### src/pkg/osc_defs.vh
// constants for the output sync controller
`ifndef OSC_DEFS_VH
`define OSC_DEFS_VH

// register byte offsets
`define OSC_ADDR_SYNC 5'h00
`define OSC_ADDR_WIN 5'h04
`define OSC_ADDR_CFG 5'h08
`define OSC_ADDR_CMD 5'h0C
`define OSC_ADDR_STAT 5'h10
`define OSC_ADDR_APPL 5'h14

// sync register fields
`define OSC_DLY_LSB 0
`define OSC_DLY_MSB 5
`define OSC_PER_LSB 6
`define OSC_PER_MSB 9
`define OSC_SCALE_BIT 9
`define OSC_RESYNC_BIT 10

// window register fields
`define OSC_OPEN_LSB 0
`define OSC_OPEN_MSB 4
`define OSC_CLOSE_LSB 5
`define OSC_CLOSE_MSB 9

// config and status fields
`define OSC_SEL_BIT 0
`define OSC_STAT_CLKF 0
`define OSC_STAT_SYNCF 1
`define OSC_STAT_WIN 2
`define OSC_STAT_STRB 3
`define OSC_STAT_CNT_LSB 4
`define OSC_STAT_CNT_MSB 9

// reset values
`define OSC_DLY_RST 6'h00
`define OSC_PER_RST 4'h0
`define OSC_WIN_RST 5'h00
`define OSC_CMD_RST 4'h0

// timing in ns and derived cycle counts
`define OSC_CLK_NS 25
`define OSC_CORE_NS 500
`define OSC_TICK_NS 250000
`define OSC_STAGGER_NS 62500
`define OSC_REF_SLOW_NS 4000
`define OSC_REF_FAST_NS 1000
`define OSC_INT_DIV (`OSC_CORE_NS / `OSC_CLK_NS)
`define OSC_PRESC (`OSC_TICK_NS / `OSC_CORE_NS)
`define OSC_STAGGER_CNT (`OSC_STAGGER_NS / `OSC_CORE_NS)
`define OSC_REF_SLOW_CYC (`OSC_REF_SLOW_NS / `OSC_CLK_NS)
`define OSC_REF_FAST_CYC (`OSC_REF_FAST_NS / `OSC_CLK_NS)
`define OSC_REF_TIMEOUT 8'hFF

`endif

### src/osc_clk_mon.v
// reference clock monitor and 2 MHz core tick generator
`timescale 1ns/1ps
`include "osc_defs.vh"
module osc_clk_mon (
  input wire clk, // system clock
  input wire nrst, // async reset, active low
  input wire ref_clock_in, // reference clock level
  input wire ref_clock_select, // 1 = 1 MHz, 0 = 250 kHz
  output reg ref_clock_fail, // reference out of range
  output reg core_tick // 2 MHz core tick pulse
);
  localparam integer SLOW_N = `OSC_REF_SLOW_CYC;
  localparam integer FAST_N = `OSC_REF_FAST_CYC;
  localparam integer DIV_N = `OSC_INT_DIV;
  localparam [7:0] SLOW = SLOW_N[7:0];
  localparam [7:0] FAST = FAST_N[7:0];
  localparam [7:0] INT_DIV = DIV_N[7:0];

  reg ref_q;
  reg [7:0] per_cnt_q;
  reg [7:0] period_q;
  reg valid_q;
  reg [7:0] core_cnt_q;
  reg [7:0] div;
  wire ref_rise;
  wire [7:0] per_now;

  // window of +-1/8 around the selected period
  function in_range;
    input [7:0] p;
    input s;
    reg [7:0] e;
    begin
      e = s ? FAST : SLOW;
      in_range = (p >= e - (e >> 3)) && (p <= e + (e >> 3));
    end
  endfunction

  assign ref_rise = ref_clock_in & ~ref_q;
  assign per_now = per_cnt_q + 8'h01;

  // period measurement and failure flag
  always @(posedge clk or negedge nrst) begin
    if (!nrst) begin
      ref_q <= 1'b0;
      per_cnt_q <= 8'h00;
      period_q <= 8'h00;
      valid_q <= 1'b0;
      ref_clock_fail <= 1'b0;
    end else begin
      ref_q <= ref_clock_in;
      if (ref_rise) begin
        per_cnt_q <= 8'h00;
        period_q <= per_now;
        valid_q <= 1'b1;
        ref_clock_fail <= !in_range(per_now, ref_clock_select); // RULE2
      end else if (per_cnt_q == `OSC_REF_TIMEOUT) begin
        ref_clock_fail <= 1'b1; // RULE1
      end else begin
        per_cnt_q <= per_now;
      end
    end
  end

  // multiply reference by 8 or 2, fall back to internal divider
  always @* begin
    if (ref_clock_fail || !valid_q)
      div = INT_DIV; // RULE1
    else if (ref_clock_select)
      div = period_q >> 1; // RULE20
    else
      div = period_q >> 3; // RULE20
  end

  // core tick divider
  always @(posedge clk or negedge nrst) begin
    if (!nrst) begin
      core_cnt_q <= 8'h00;
      core_tick <= 1'b0;
    end else if (core_cnt_q + 8'h01 >= div) begin
      core_cnt_q <= 8'h00;
      core_tick <= 1'b1;
    end else begin
      core_cnt_q <= core_cnt_q + 8'h01;
      core_tick <= 1'b0;
    end
  end
endmodule

### src/osc_stagger.v
// staggered application of channel commands after the strobe
`timescale 1ns/1ps
`include "osc_defs.vh"
module osc_stagger (
  input wire clk, // system clock
  input wire nrst, // async reset, active low
  input wire core_tick, // 2 MHz core tick
  input wire restart, // resync restart pulse
  input wire apply_evt, // accepted actuation event
  input wire [3:0] commands, // latest commands
  input wire enable, // low forces channel_out off
  output reg [3:0] channel_out, // applied channel states
  output reg [3:0] channel_apply // per channel apply pulse
);
  localparam integer STEP_N = `OSC_STAGGER_CNT - 1;
  localparam [6:0] STEP_LAST = STEP_N[6:0];

  reg [3:0] cmd_q;
  reg [3:0] applied_q;
  reg [3:0] applied_d;
  reg [3:0] pulse_d;
  reg [1:0] stage_q;
  reg busy_q;
  reg [6:0] step_q;
  wire step_done;

  assign step_done = busy_q & core_tick & (step_q == STEP_LAST);

  // channel 0 at the event, others one quarter period apart
  always @* begin
    applied_d = applied_q;
    pulse_d = 4'h0;
    if (!restart && apply_evt) begin
      applied_d[0] = commands[0]; // RULE18
      pulse_d[0] = 1'b1;
    end else if (!restart && step_done) begin
      applied_d[stage_q] = cmd_q[stage_q]; // RULE18
      pulse_d[stage_q] = 1'b1; // RULE18
    end
  end

  // stagger sequencer and output registers
  always @(posedge clk or negedge nrst) begin
    if (!nrst) begin
      cmd_q <= `OSC_CMD_RST;
      applied_q <= `OSC_CMD_RST;
      stage_q <= 2'h0;
      busy_q <= 1'b0;
      step_q <= 7'h00;
      channel_out <= 4'h0;
      channel_apply <= 4'h0;
    end else begin
      if (restart) begin
        busy_q <= 1'b0;
        step_q <= 7'h00;
        stage_q <= 2'h0;
      end else if (apply_evt) begin
        cmd_q <= commands;
        busy_q <= 1'b1;
        stage_q <= 2'h1;
        step_q <= 7'h00;
      end else if (busy_q && core_tick) begin
        if (step_done) begin
          step_q <= 7'h00;
          stage_q <= stage_q + 2'h1;
          if (stage_q == 2'h3)
            busy_q <= 1'b0;
        end else begin
          step_q <= step_q + 7'h01;
        end
      end
      applied_q <= applied_d;
      channel_apply <= pulse_d;
      channel_out <= applied_d & {4{enable}}; // RULE1
    end
  end
endmodule

### src/osc_top.v
// output sync controller: clock monitor, sync counter, bus slave
// Behaviour
// (RULE1) bad reference: flag, outputs off, internal clock
// (RULE2) flag failure when selected rate mismatches reference
// (RULE3) sync counter steps once per 4 kHz tick
// (RULE4) counter equals delay: raise actuation strobe
// (RULE5) counter wraps at period, strobe cleared
// (RULE6) resync clears counter, window flag, strobe
// (RULE7) window opens and closes at programmed counts
// (RULE8) bad window programming holds window flag set
// (RULE9) sync register access inside window: sync failure
// (RULE10) no traffic between strobes: sync failure
// (RULE11) no strobe or failure: actuation unchanged
// (RULE12) resync bit self clears; clear bit no effect
// (RULE13) host sets resync only when re-initializing
// (RULE14) period field: 4 bits, 1 ms steps
// (RULE15) delay field: 6 bits, 250 us steps
// (RULE16) window steps 250 us, or 500 us with scale
// (RULE17) resync restarts pwm, sync, duration counters
// (RULE18) channels staggered by a quarter period
// (RULE19) host paces cycles near period, delay half
// (RULE20) select bits set the reference multiplier
// (RULE21) 4 kHz tick is core clock divided by 500
//
// Decided for this implementation: the placing of the registers and the Avalon-MM register port.
`timescale 1ns/1ps
`include "osc_defs.vh"
module osc_top (
  input wire clk, // 40 MHz system clock
  input wire nrst, // async reset, active low
  input wire [4:0] avs_address, // byte address
  input wire avs_read, // read request
  input wire avs_write, // write request
  input wire [31:0] avs_writedata, // write data
  output reg [31:0] avs_readdata, // read data
  output wire avs_waitrequest, // stall request
  input wire ref_clock_in, // reference clock from host
  output wire [3:0] channel_out, // applied channel states
  output wire [3:0] channel_apply, // per channel apply pulse
  output reg counters_restart, // pwm/duration restart pulse
  output reg actuation_strobe, // actuation strobe level
  output reg tolerance_window_flag, // tolerance window level
  output wire ref_clock_fail, // reference clock failure
  output reg sync_fail // sticky sync failure
);
  localparam integer PRESC_N = `OSC_PRESC - 1;
  localparam [8:0] PRESC_LAST = PRESC_N[8:0];

  // software registers
  reg [5:0] sync_delay_q;
  reg [3:0] cycle_period_q;
  reg resync_request_q;
  reg [4:0] window_open_value_q;
  reg [4:0] window_close_value_q;
  reg ref_clock_select_q;
  reg [3:0] command_q;

  // bus handshake
  reg ack_q;
  wire req;
  wire take;
  wire take_wr;
  wire take_rd;

  // timing state
  wire core_tick;
  reg [8:0] presc_q;
  reg tick_q;
  reg [5:0] sync_cnt_q;
  reg [5:0] cnt_d;
  reg strobe_d;
  reg win_d;
  reg fire;
  reg traffic_q;
  reg armed_q;
  reg sync_fail_d;

  wire [5:0] period_ticks;
  wire [5:0] open_ticks;
  wire [5:0] close_ticks;
  wire bad_window;
  wire sync_access;
  wire apply_evt;

  // window value in counter units, doubled when scaled
  function [5:0] win_ticks;
    input [4:0] v;
    input scale;
    begin
      win_ticks = scale ? {v, 1'b0} : {1'b0, v}; // RULE16
    end
  endfunction

  // one wait cycle per access
  assign req = avs_read | avs_write;
  assign avs_waitrequest = req & ~ack_q;
  assign take = req & ack_q;
  assign take_wr = take & avs_write;
  assign take_rd = take & avs_read;

  always @(posedge clk or negedge nrst) begin
    if (!nrst)
      ack_q <= 1'b0;
    else
      ack_q <= req & ~ack_q;
  end

  // read data prepared during the wait cycle
  always @(posedge clk or negedge nrst) begin
    if (!nrst) begin
      avs_readdata <= 32'h00000000;
    end else if (avs_read && !ack_q) begin
      avs_readdata <= 32'h00000000;
      if (avs_address == `OSC_ADDR_SYNC) begin
        avs_readdata[`OSC_DLY_MSB:`OSC_DLY_LSB] <= sync_delay_q;
        avs_readdata[`OSC_PER_MSB:`OSC_PER_LSB] <= cycle_period_q;
        avs_readdata[`OSC_RESYNC_BIT] <= resync_request_q;
      end else if (avs_address == `OSC_ADDR_WIN) begin
        avs_readdata[`OSC_OPEN_MSB:`OSC_OPEN_LSB] <= window_open_value_q;
        avs_readdata[`OSC_CLOSE_MSB:`OSC_CLOSE_LSB] <=
          window_close_value_q;
      end else if (avs_address == `OSC_ADDR_CFG) begin
        avs_readdata[`OSC_SEL_BIT] <= ref_clock_select_q;
      end else if (avs_address == `OSC_ADDR_CMD) begin
        avs_readdata[3:0] <= command_q;
      end else if (avs_address == `OSC_ADDR_STAT) begin
        avs_readdata[`OSC_STAT_CLKF] <= ref_clock_fail;
        avs_readdata[`OSC_STAT_SYNCF] <= sync_fail;
        avs_readdata[`OSC_STAT_WIN] <= tolerance_window_flag;
        avs_readdata[`OSC_STAT_STRB] <= actuation_strobe;
        avs_readdata[`OSC_STAT_CNT_MSB:`OSC_STAT_CNT_LSB] <= sync_cnt_q;
      end else if (avs_address == `OSC_ADDR_APPL) begin
        avs_readdata[3:0] <= channel_out;
      end
    end
  end

  // register writes; resync bit clears itself one cycle later
  always @(posedge clk or negedge nrst) begin
    if (!nrst) begin
      sync_delay_q <= `OSC_DLY_RST;
      cycle_period_q <= `OSC_PER_RST;
      resync_request_q <= 1'b0;
      window_open_value_q <= `OSC_WIN_RST;
      window_close_value_q <= `OSC_WIN_RST;
      ref_clock_select_q <= 1'b0;
      command_q <= `OSC_CMD_RST;
    end else begin
      if (resync_request_q)
        resync_request_q <= 1'b0; // RULE12
      if (take_wr) begin
        if (avs_address == `OSC_ADDR_SYNC) begin
          sync_delay_q <= avs_writedata[`OSC_DLY_MSB:`OSC_DLY_LSB]; // RULE15
          cycle_period_q <= avs_writedata[`OSC_PER_MSB:`OSC_PER_LSB]; // RULE14
          if (avs_writedata[`OSC_RESYNC_BIT])
            resync_request_q <= 1'b1; // RULE12
        end else if (avs_address == `OSC_ADDR_WIN) begin
          window_open_value_q <= avs_writedata[`OSC_OPEN_MSB:`OSC_OPEN_LSB];
          window_close_value_q <=
            avs_writedata[`OSC_CLOSE_MSB:`OSC_CLOSE_LSB];
        end else if (avs_address == `OSC_ADDR_CFG) begin
          ref_clock_select_q <= avs_writedata[`OSC_SEL_BIT];
        end else if (avs_address == `OSC_ADDR_CMD) begin
          command_q <= avs_writedata[3:0];
        end
      end
    end
  end

  // reference monitor and core clock
  osc_clk_mon u_clk_mon (
    .clk(clk),
    .nrst(nrst),
    .ref_clock_in(ref_clock_in),
    .ref_clock_select(ref_clock_select_q),
    .ref_clock_fail(ref_clock_fail),
    .core_tick(core_tick)
  );

  // 4 kHz tick prescaler, restarted on resync
  always @(posedge clk or negedge nrst) begin
    if (!nrst) begin
      presc_q <= 9'h000;
      tick_q <= 1'b0;
      counters_restart <= 1'b0;
    end else begin
      counters_restart <= resync_request_q; // RULE17
      tick_q <= 1'b0;
      if (resync_request_q) begin
        presc_q <= 9'h000; // RULE21
      end else if (core_tick) begin
        if (presc_q == PRESC_LAST) begin
          presc_q <= 9'h000;
          tick_q <= 1'b1; // RULE21
        end else begin
          presc_q <= presc_q + 9'h001;
        end
      end
    end
  end

  // compare values in counter units
  assign period_ticks = {cycle_period_q, 2'b00}; // RULE14
  assign open_ticks = win_ticks(window_open_value_q,
                                cycle_period_q[3]);
  assign close_ticks = win_ticks(window_close_value_q,
                                 cycle_period_q[3]);
  assign bad_window = (open_ticks >= close_ticks) ||
                      (close_ticks >= period_ticks); // RULE8

  // next state of counter, strobe and window
  always @* begin
    cnt_d = sync_cnt_q;
    strobe_d = actuation_strobe;
    win_d = tolerance_window_flag;
    fire = 1'b0;
    if (resync_request_q) begin
      cnt_d = 6'h00; // RULE6
      strobe_d = 1'b0; // RULE6
      win_d = 1'b0; // RULE6
    end else if (tick_q) begin
      cnt_d = sync_cnt_q + 6'h01; // RULE3
      if (cnt_d >= period_ticks) begin
        cnt_d = 6'h00; // RULE5
        strobe_d = 1'b0; // RULE5
        win_d = 1'b0;
      end
      if (cnt_d == open_ticks)
        win_d = 1'b1; // RULE7
      if (cnt_d == close_ticks)
        win_d = 1'b0; // RULE7
      if (cnt_d == sync_delay_q && !actuation_strobe) begin
        strobe_d = 1'b1; // RULE4
        fire = 1'b1; // RULE4
      end
    end
    if (bad_window)
      win_d = 1'b1; // RULE8
  end

  // synchronization counter and flags
  always @(posedge clk or negedge nrst) begin
    if (!nrst) begin
      sync_cnt_q <= 6'h00;
      actuation_strobe <= 1'b0;
      tolerance_window_flag <= 1'b0;
    end else begin
      sync_cnt_q <= cnt_d;
      actuation_strobe <= strobe_d;
      tolerance_window_flag <= win_d;
    end
  end

  assign sync_access = take && (avs_address == `OSC_ADDR_SYNC);

  // sync failure sources; a new failure beats a status read
  always @* begin
    sync_fail_d = sync_fail;
    if (take_rd && avs_address == `OSC_ADDR_STAT)
      sync_fail_d = 1'b0;
    if (sync_access && tolerance_window_flag)
      sync_fail_d = 1'b1; // RULE9
    if (fire && armed_q && !traffic_q && !take)
      sync_fail_d = 1'b1; // RULE10
  end

  // traffic tracking between strobes
  always @(posedge clk or negedge nrst) begin
    if (!nrst) begin
      traffic_q <= 1'b0;
      armed_q <= 1'b0;
      sync_fail <= 1'b0;
    end else begin
      sync_fail <= sync_fail_d;
      if (resync_request_q) begin
        armed_q <= 1'b0;
        traffic_q <= take;
      end else if (fire) begin
        armed_q <= 1'b1; // RULE10
        traffic_q <= take;
      end else if (take) begin
        traffic_q <= 1'b1; // RULE10
      end
    end
  end

  // commands apply only on a strobe without sync failure
  assign apply_evt = fire & ~sync_fail_d; // RULE11

  osc_stagger u_stagger (
    .clk(clk),
    .nrst(nrst),
    .core_tick(core_tick),
    .restart(counters_restart),
    .apply_evt(apply_evt),
    .commands(command_q),
    .enable(~ref_clock_fail),
    .channel_out(channel_out),
    .channel_apply(channel_apply)
  );
endmodule

### config.mk
export PLATFORM = sky130hd
export DESIGN_NAME = osc_top
export DESIGN_NICKNAME = d
export VERILOG_FILES = /design/src/osc_clk_mon.v /design/src/osc_stagger.v /design/src/osc_top.v
export VERILOG_INCLUDE_DIRS = /design/src /design/src/pkg
export SDC_FILE = /design/constraint.sdc
export NUM_CORES = 1
export LEC_CHECK = 0
export ABC_AREA = 1
export BUFFER_PORTS_ARGS = -buffer_cell sky130_fd_sc_hd__buf_2
export CORE_AREA = 2 2 152 95
export CTS_CLUSTER_SIZE = 12
export DETAILED_ROUTE_END_ITERATION = 6
export DIE_AREA = 0 0 154 97
export GPL_TIMING_DRIVEN = 0
export PLACE_DENSITY_LB_ADDON = 0.08
export SLEW_MARGIN = 30
export SYNTH_ARGS = -nofsm -noshare
export SYNTH_HDL_FRONTEND = slang
export SYNTH_SLANG_ARGS = --single-unit
export TNS_END_PERCENT = 10
### constraint.sdc
create_clock -name clk -period 8.9 [get_ports clk]
set_clock_uncertainty 0.2 [all_clocks]
set_input_delay 1.78 -clock clk [delete_from_list [all_inputs] [get_ports clk]]
set_output_delay 1.78 -clock clk [all_outputs]
set_load 0.005 [all_outputs]
==> flow_summary.toml <==
[final_layout]
seq_area_um2 = 2830
fin_nets = 996
final_cell_mix = "146 x nand2_1, 130 x inv_1, 113 x dfrtp_1"
drive_gt1_share_pct = 15.3
final_common_cell = "nand2_1"
num-fill-cells = 1197
area_growth_syn_to_layout_pct = 18.3
multiInputGateArea_um2 = 3190
num_antenna_cells = 0

[worst_setup_path]
worstSetupPathType = "input port to output port"
crit_arrival_ns = 2.23
worstPathRequired_ns = 6.92
ff2ff_path_depth = 20
worstSetupStartpointType = "input port"
r2r-start = "sync_cnt_q[0]"
critPathMaxFanout = 3
startpoint = "avs_read"
endpoint_kind = "output port"

[cts]
cts.clk_slew.worst_paths_ns = 0.05
tritoncts = "done"
clkLatencyLatePin_ns = 0.42
cts_buffers = 17
cts-hold-fix-buffers = 0
cts_setup_buffers = 0
clock-sinks = 113
clockBufferDepth = 2
clock-root-buffer = "clkbuf_16"
h-tree-depth = 4
cts_resized = 0

[yosys]
ys_seq_area_share_pct = 42.5
synth_area_um2 = 6660
yosysWarnings = 0
synth-async-reset-ratio_pct = 100
netlist_instances = 829
ys_ff_latch = 113
ys_types = 48
synth_ff_type = "dfrtp_1"
avgSynthCellArea_um2 = 8.03
synth_edf_count = 0

[pwr]
switching_power_mw = 0.490
clockPowerShare_pct = 44.9
comb_power_share_pct = 18.0
internal_power_mw = 1.17
seqPwrFrac_pct = 37.1
switching_share_pct = 29.5
p_leak_nw = 3.99
power_density_nw_per_um2 = 211
ir_drop_v = 0.000125

[min_path]
holdPathStages = 0
min_path_type = "flop to flop"
hold_start = "resync_request_q"

[sta]
tns_ns = 0
rsz0062_at_grt = "no"
whs_ns = 0.196
max_freq_mhz = 237
slew_headroom_pct = 52.3
hold_violations = 0
maxSlewViolCount = 0
worstMarginPinSlew_ns = 0.710
fin_crit_sh_pct = 47.4
fin_crit_ns = 4.21
setup_viol = 0

[grt]
grt_max_degree = 81
grt_pass1_vias = 5551
grt_pass1_wl_um = 28000
antenna_found_initial = 1
track_usage_pct = 23.8
grt_overflow_total = 0

[floorplan]
die_x_um = 154
die_h_um = 97
start_util_pct = 49.6
ios = 88
design.die.area_um2 = 14900
fp-row-count = 33
core-area_um2 = 13400

[placed_design]
gp_congestion = 0.902
port_buffers = 45
dp_hpwl_um = 12600

[drt]
drtPass1Iterations = 5
post_drt_wl_per_cell_um = 15.4
viasPerCell = 5.28
drc_errors = 0
wl_met2_um = 7360
drt-met1-wl_um = 8290
top_layer = "met5"
wl_met3_um = 1020
drt-initial-drc-count = 372
vias = 5819
ant_nets = 0
wl_um = 17000

[outcome]
status = "complete, no violations"

[job]
cap_violations = 0
[registers in the layout, indices dropped and copies added, names as in the netlist, 6 cells and up]
signal,count
avs_readdata,11
presc_q,9
sync_cnt_q,6
sync_delay_q,6
u_clk_mon.core_cnt_q,8
u_clk_mon.per_cnt_q,8
u_clk_mon.period_q,7
u_stagger.step_q,7
[kinds of logic after synthesis]
group	after synthesis	synth area share [%]
adders and majority gates	39	7.33
xor gates and xnor gates	23	3.03
muxes	1	0.169
DFF	113	42.5
other	1	0.0563
buffers and inverters	168	11.0
AOI/OAI and AO/OA	161	14.2
and+or+nand+nor	323	21.8
[critical path: stages]
cell and delay [ns]:
buf_2 0.09, inv_1 0.06, a21oi_1 0.16, buf_2 0.14
[power by group through the flow]
stage | clock network, mW | logic, mW | registers (mW)
2_1_floorplan | 0 | 0.216 | 0.608
3_3_place_gp | 0 | 0.280 | 0.621
4_1_cts | 0.756 | 0.298 | 0.615
6_report | 0.747 | 0.299 | 0.617
3_5_place_dp | 0 | 0.294 | 0.623
5_1_grt | 0.780 | 0.344 | 0.624
[Yosys cell counts, types with 8 or more instances]
| master | number | area, um^2 |
|---|---|---|
| nand4_1 | 15 | 93.8 |
| nand2_2 | 8 | 50.1 |
| nor2_1 | 88 | 330 |
| dfrtp_1 | 113 | 2830 |
| ha_1 | 39 | 488 |
| clkbuf_1 | 12 | 45.0 |
| xor2_1 | 20 | 175 |
| nand2_1 | 146 | 548 |
| buf_4 | 21 | 158 |
| inv_1 | 130 | 488 |
| a21oi_1 | 29 | 145 |
| o21ai_0 | 81 | 405 |
| o22ai_1 | 10 | 62.6 |
| nand3_1 | 32 | 160 |
[layout make-up]
class                      count  share of cell area (%)
sequential                   113                    35.9
buffer                        37                    3.07
inverter                     131                    6.24
clock inverter                12                    2.27
timing repair buffer          46                    3.34
multi-input combinational    569                    40.5
clock buffer                  20                    5.93
tap                          175                    2.78
[layer usage]
metal | vias up | track usage (%)
li1 | 2834 | -
met1 | 2793 | 34.6
met2 | 160 | 35.4
met3 | 30 | 5.02
met4 | 2 | 7.98
met5 | - | 0
[through the flow]
| step | utilization, % | power, mW | worst slack [ns] | cell area, um^2 | std cells |
|---|---|---|---|---|---|
| floorplan | - | 0.824 | 4.93 | 6740 | 850 |
| global placement | 53.5 | 0.901 | 4.50 | 7180 | 1070 |
| detailed placement | 53.8 | 0.917 | 4.68 | 7220 | 1071 |
| CTS | 58.6 | 1.67 | 4.68 | 7870 | 1103 |
| global route | 58.7 | 1.75 | 4.64 | 7880 | 1103 |
| finish | 58.7 | 1.66 | 4.69 | 7880 | 1103 |
[path summary, 6_finish.rpt]
kind / to / slack, ns
max in group asynchronous: sync_cnt_q[5] / 6.77
worst min-delay path: counters_restart / 0.20
worst min register to register: counters_restart / 0.20
worst max register to register: u_stagger.channel_out[2] / 5.36
min in group asynchronous: u_clk_mon.core_cnt_q[1] / 1.02
worst max-delay path: avs_waitrequest / 4.69
No activity file was read; power rests on OpenSTA's default activity.
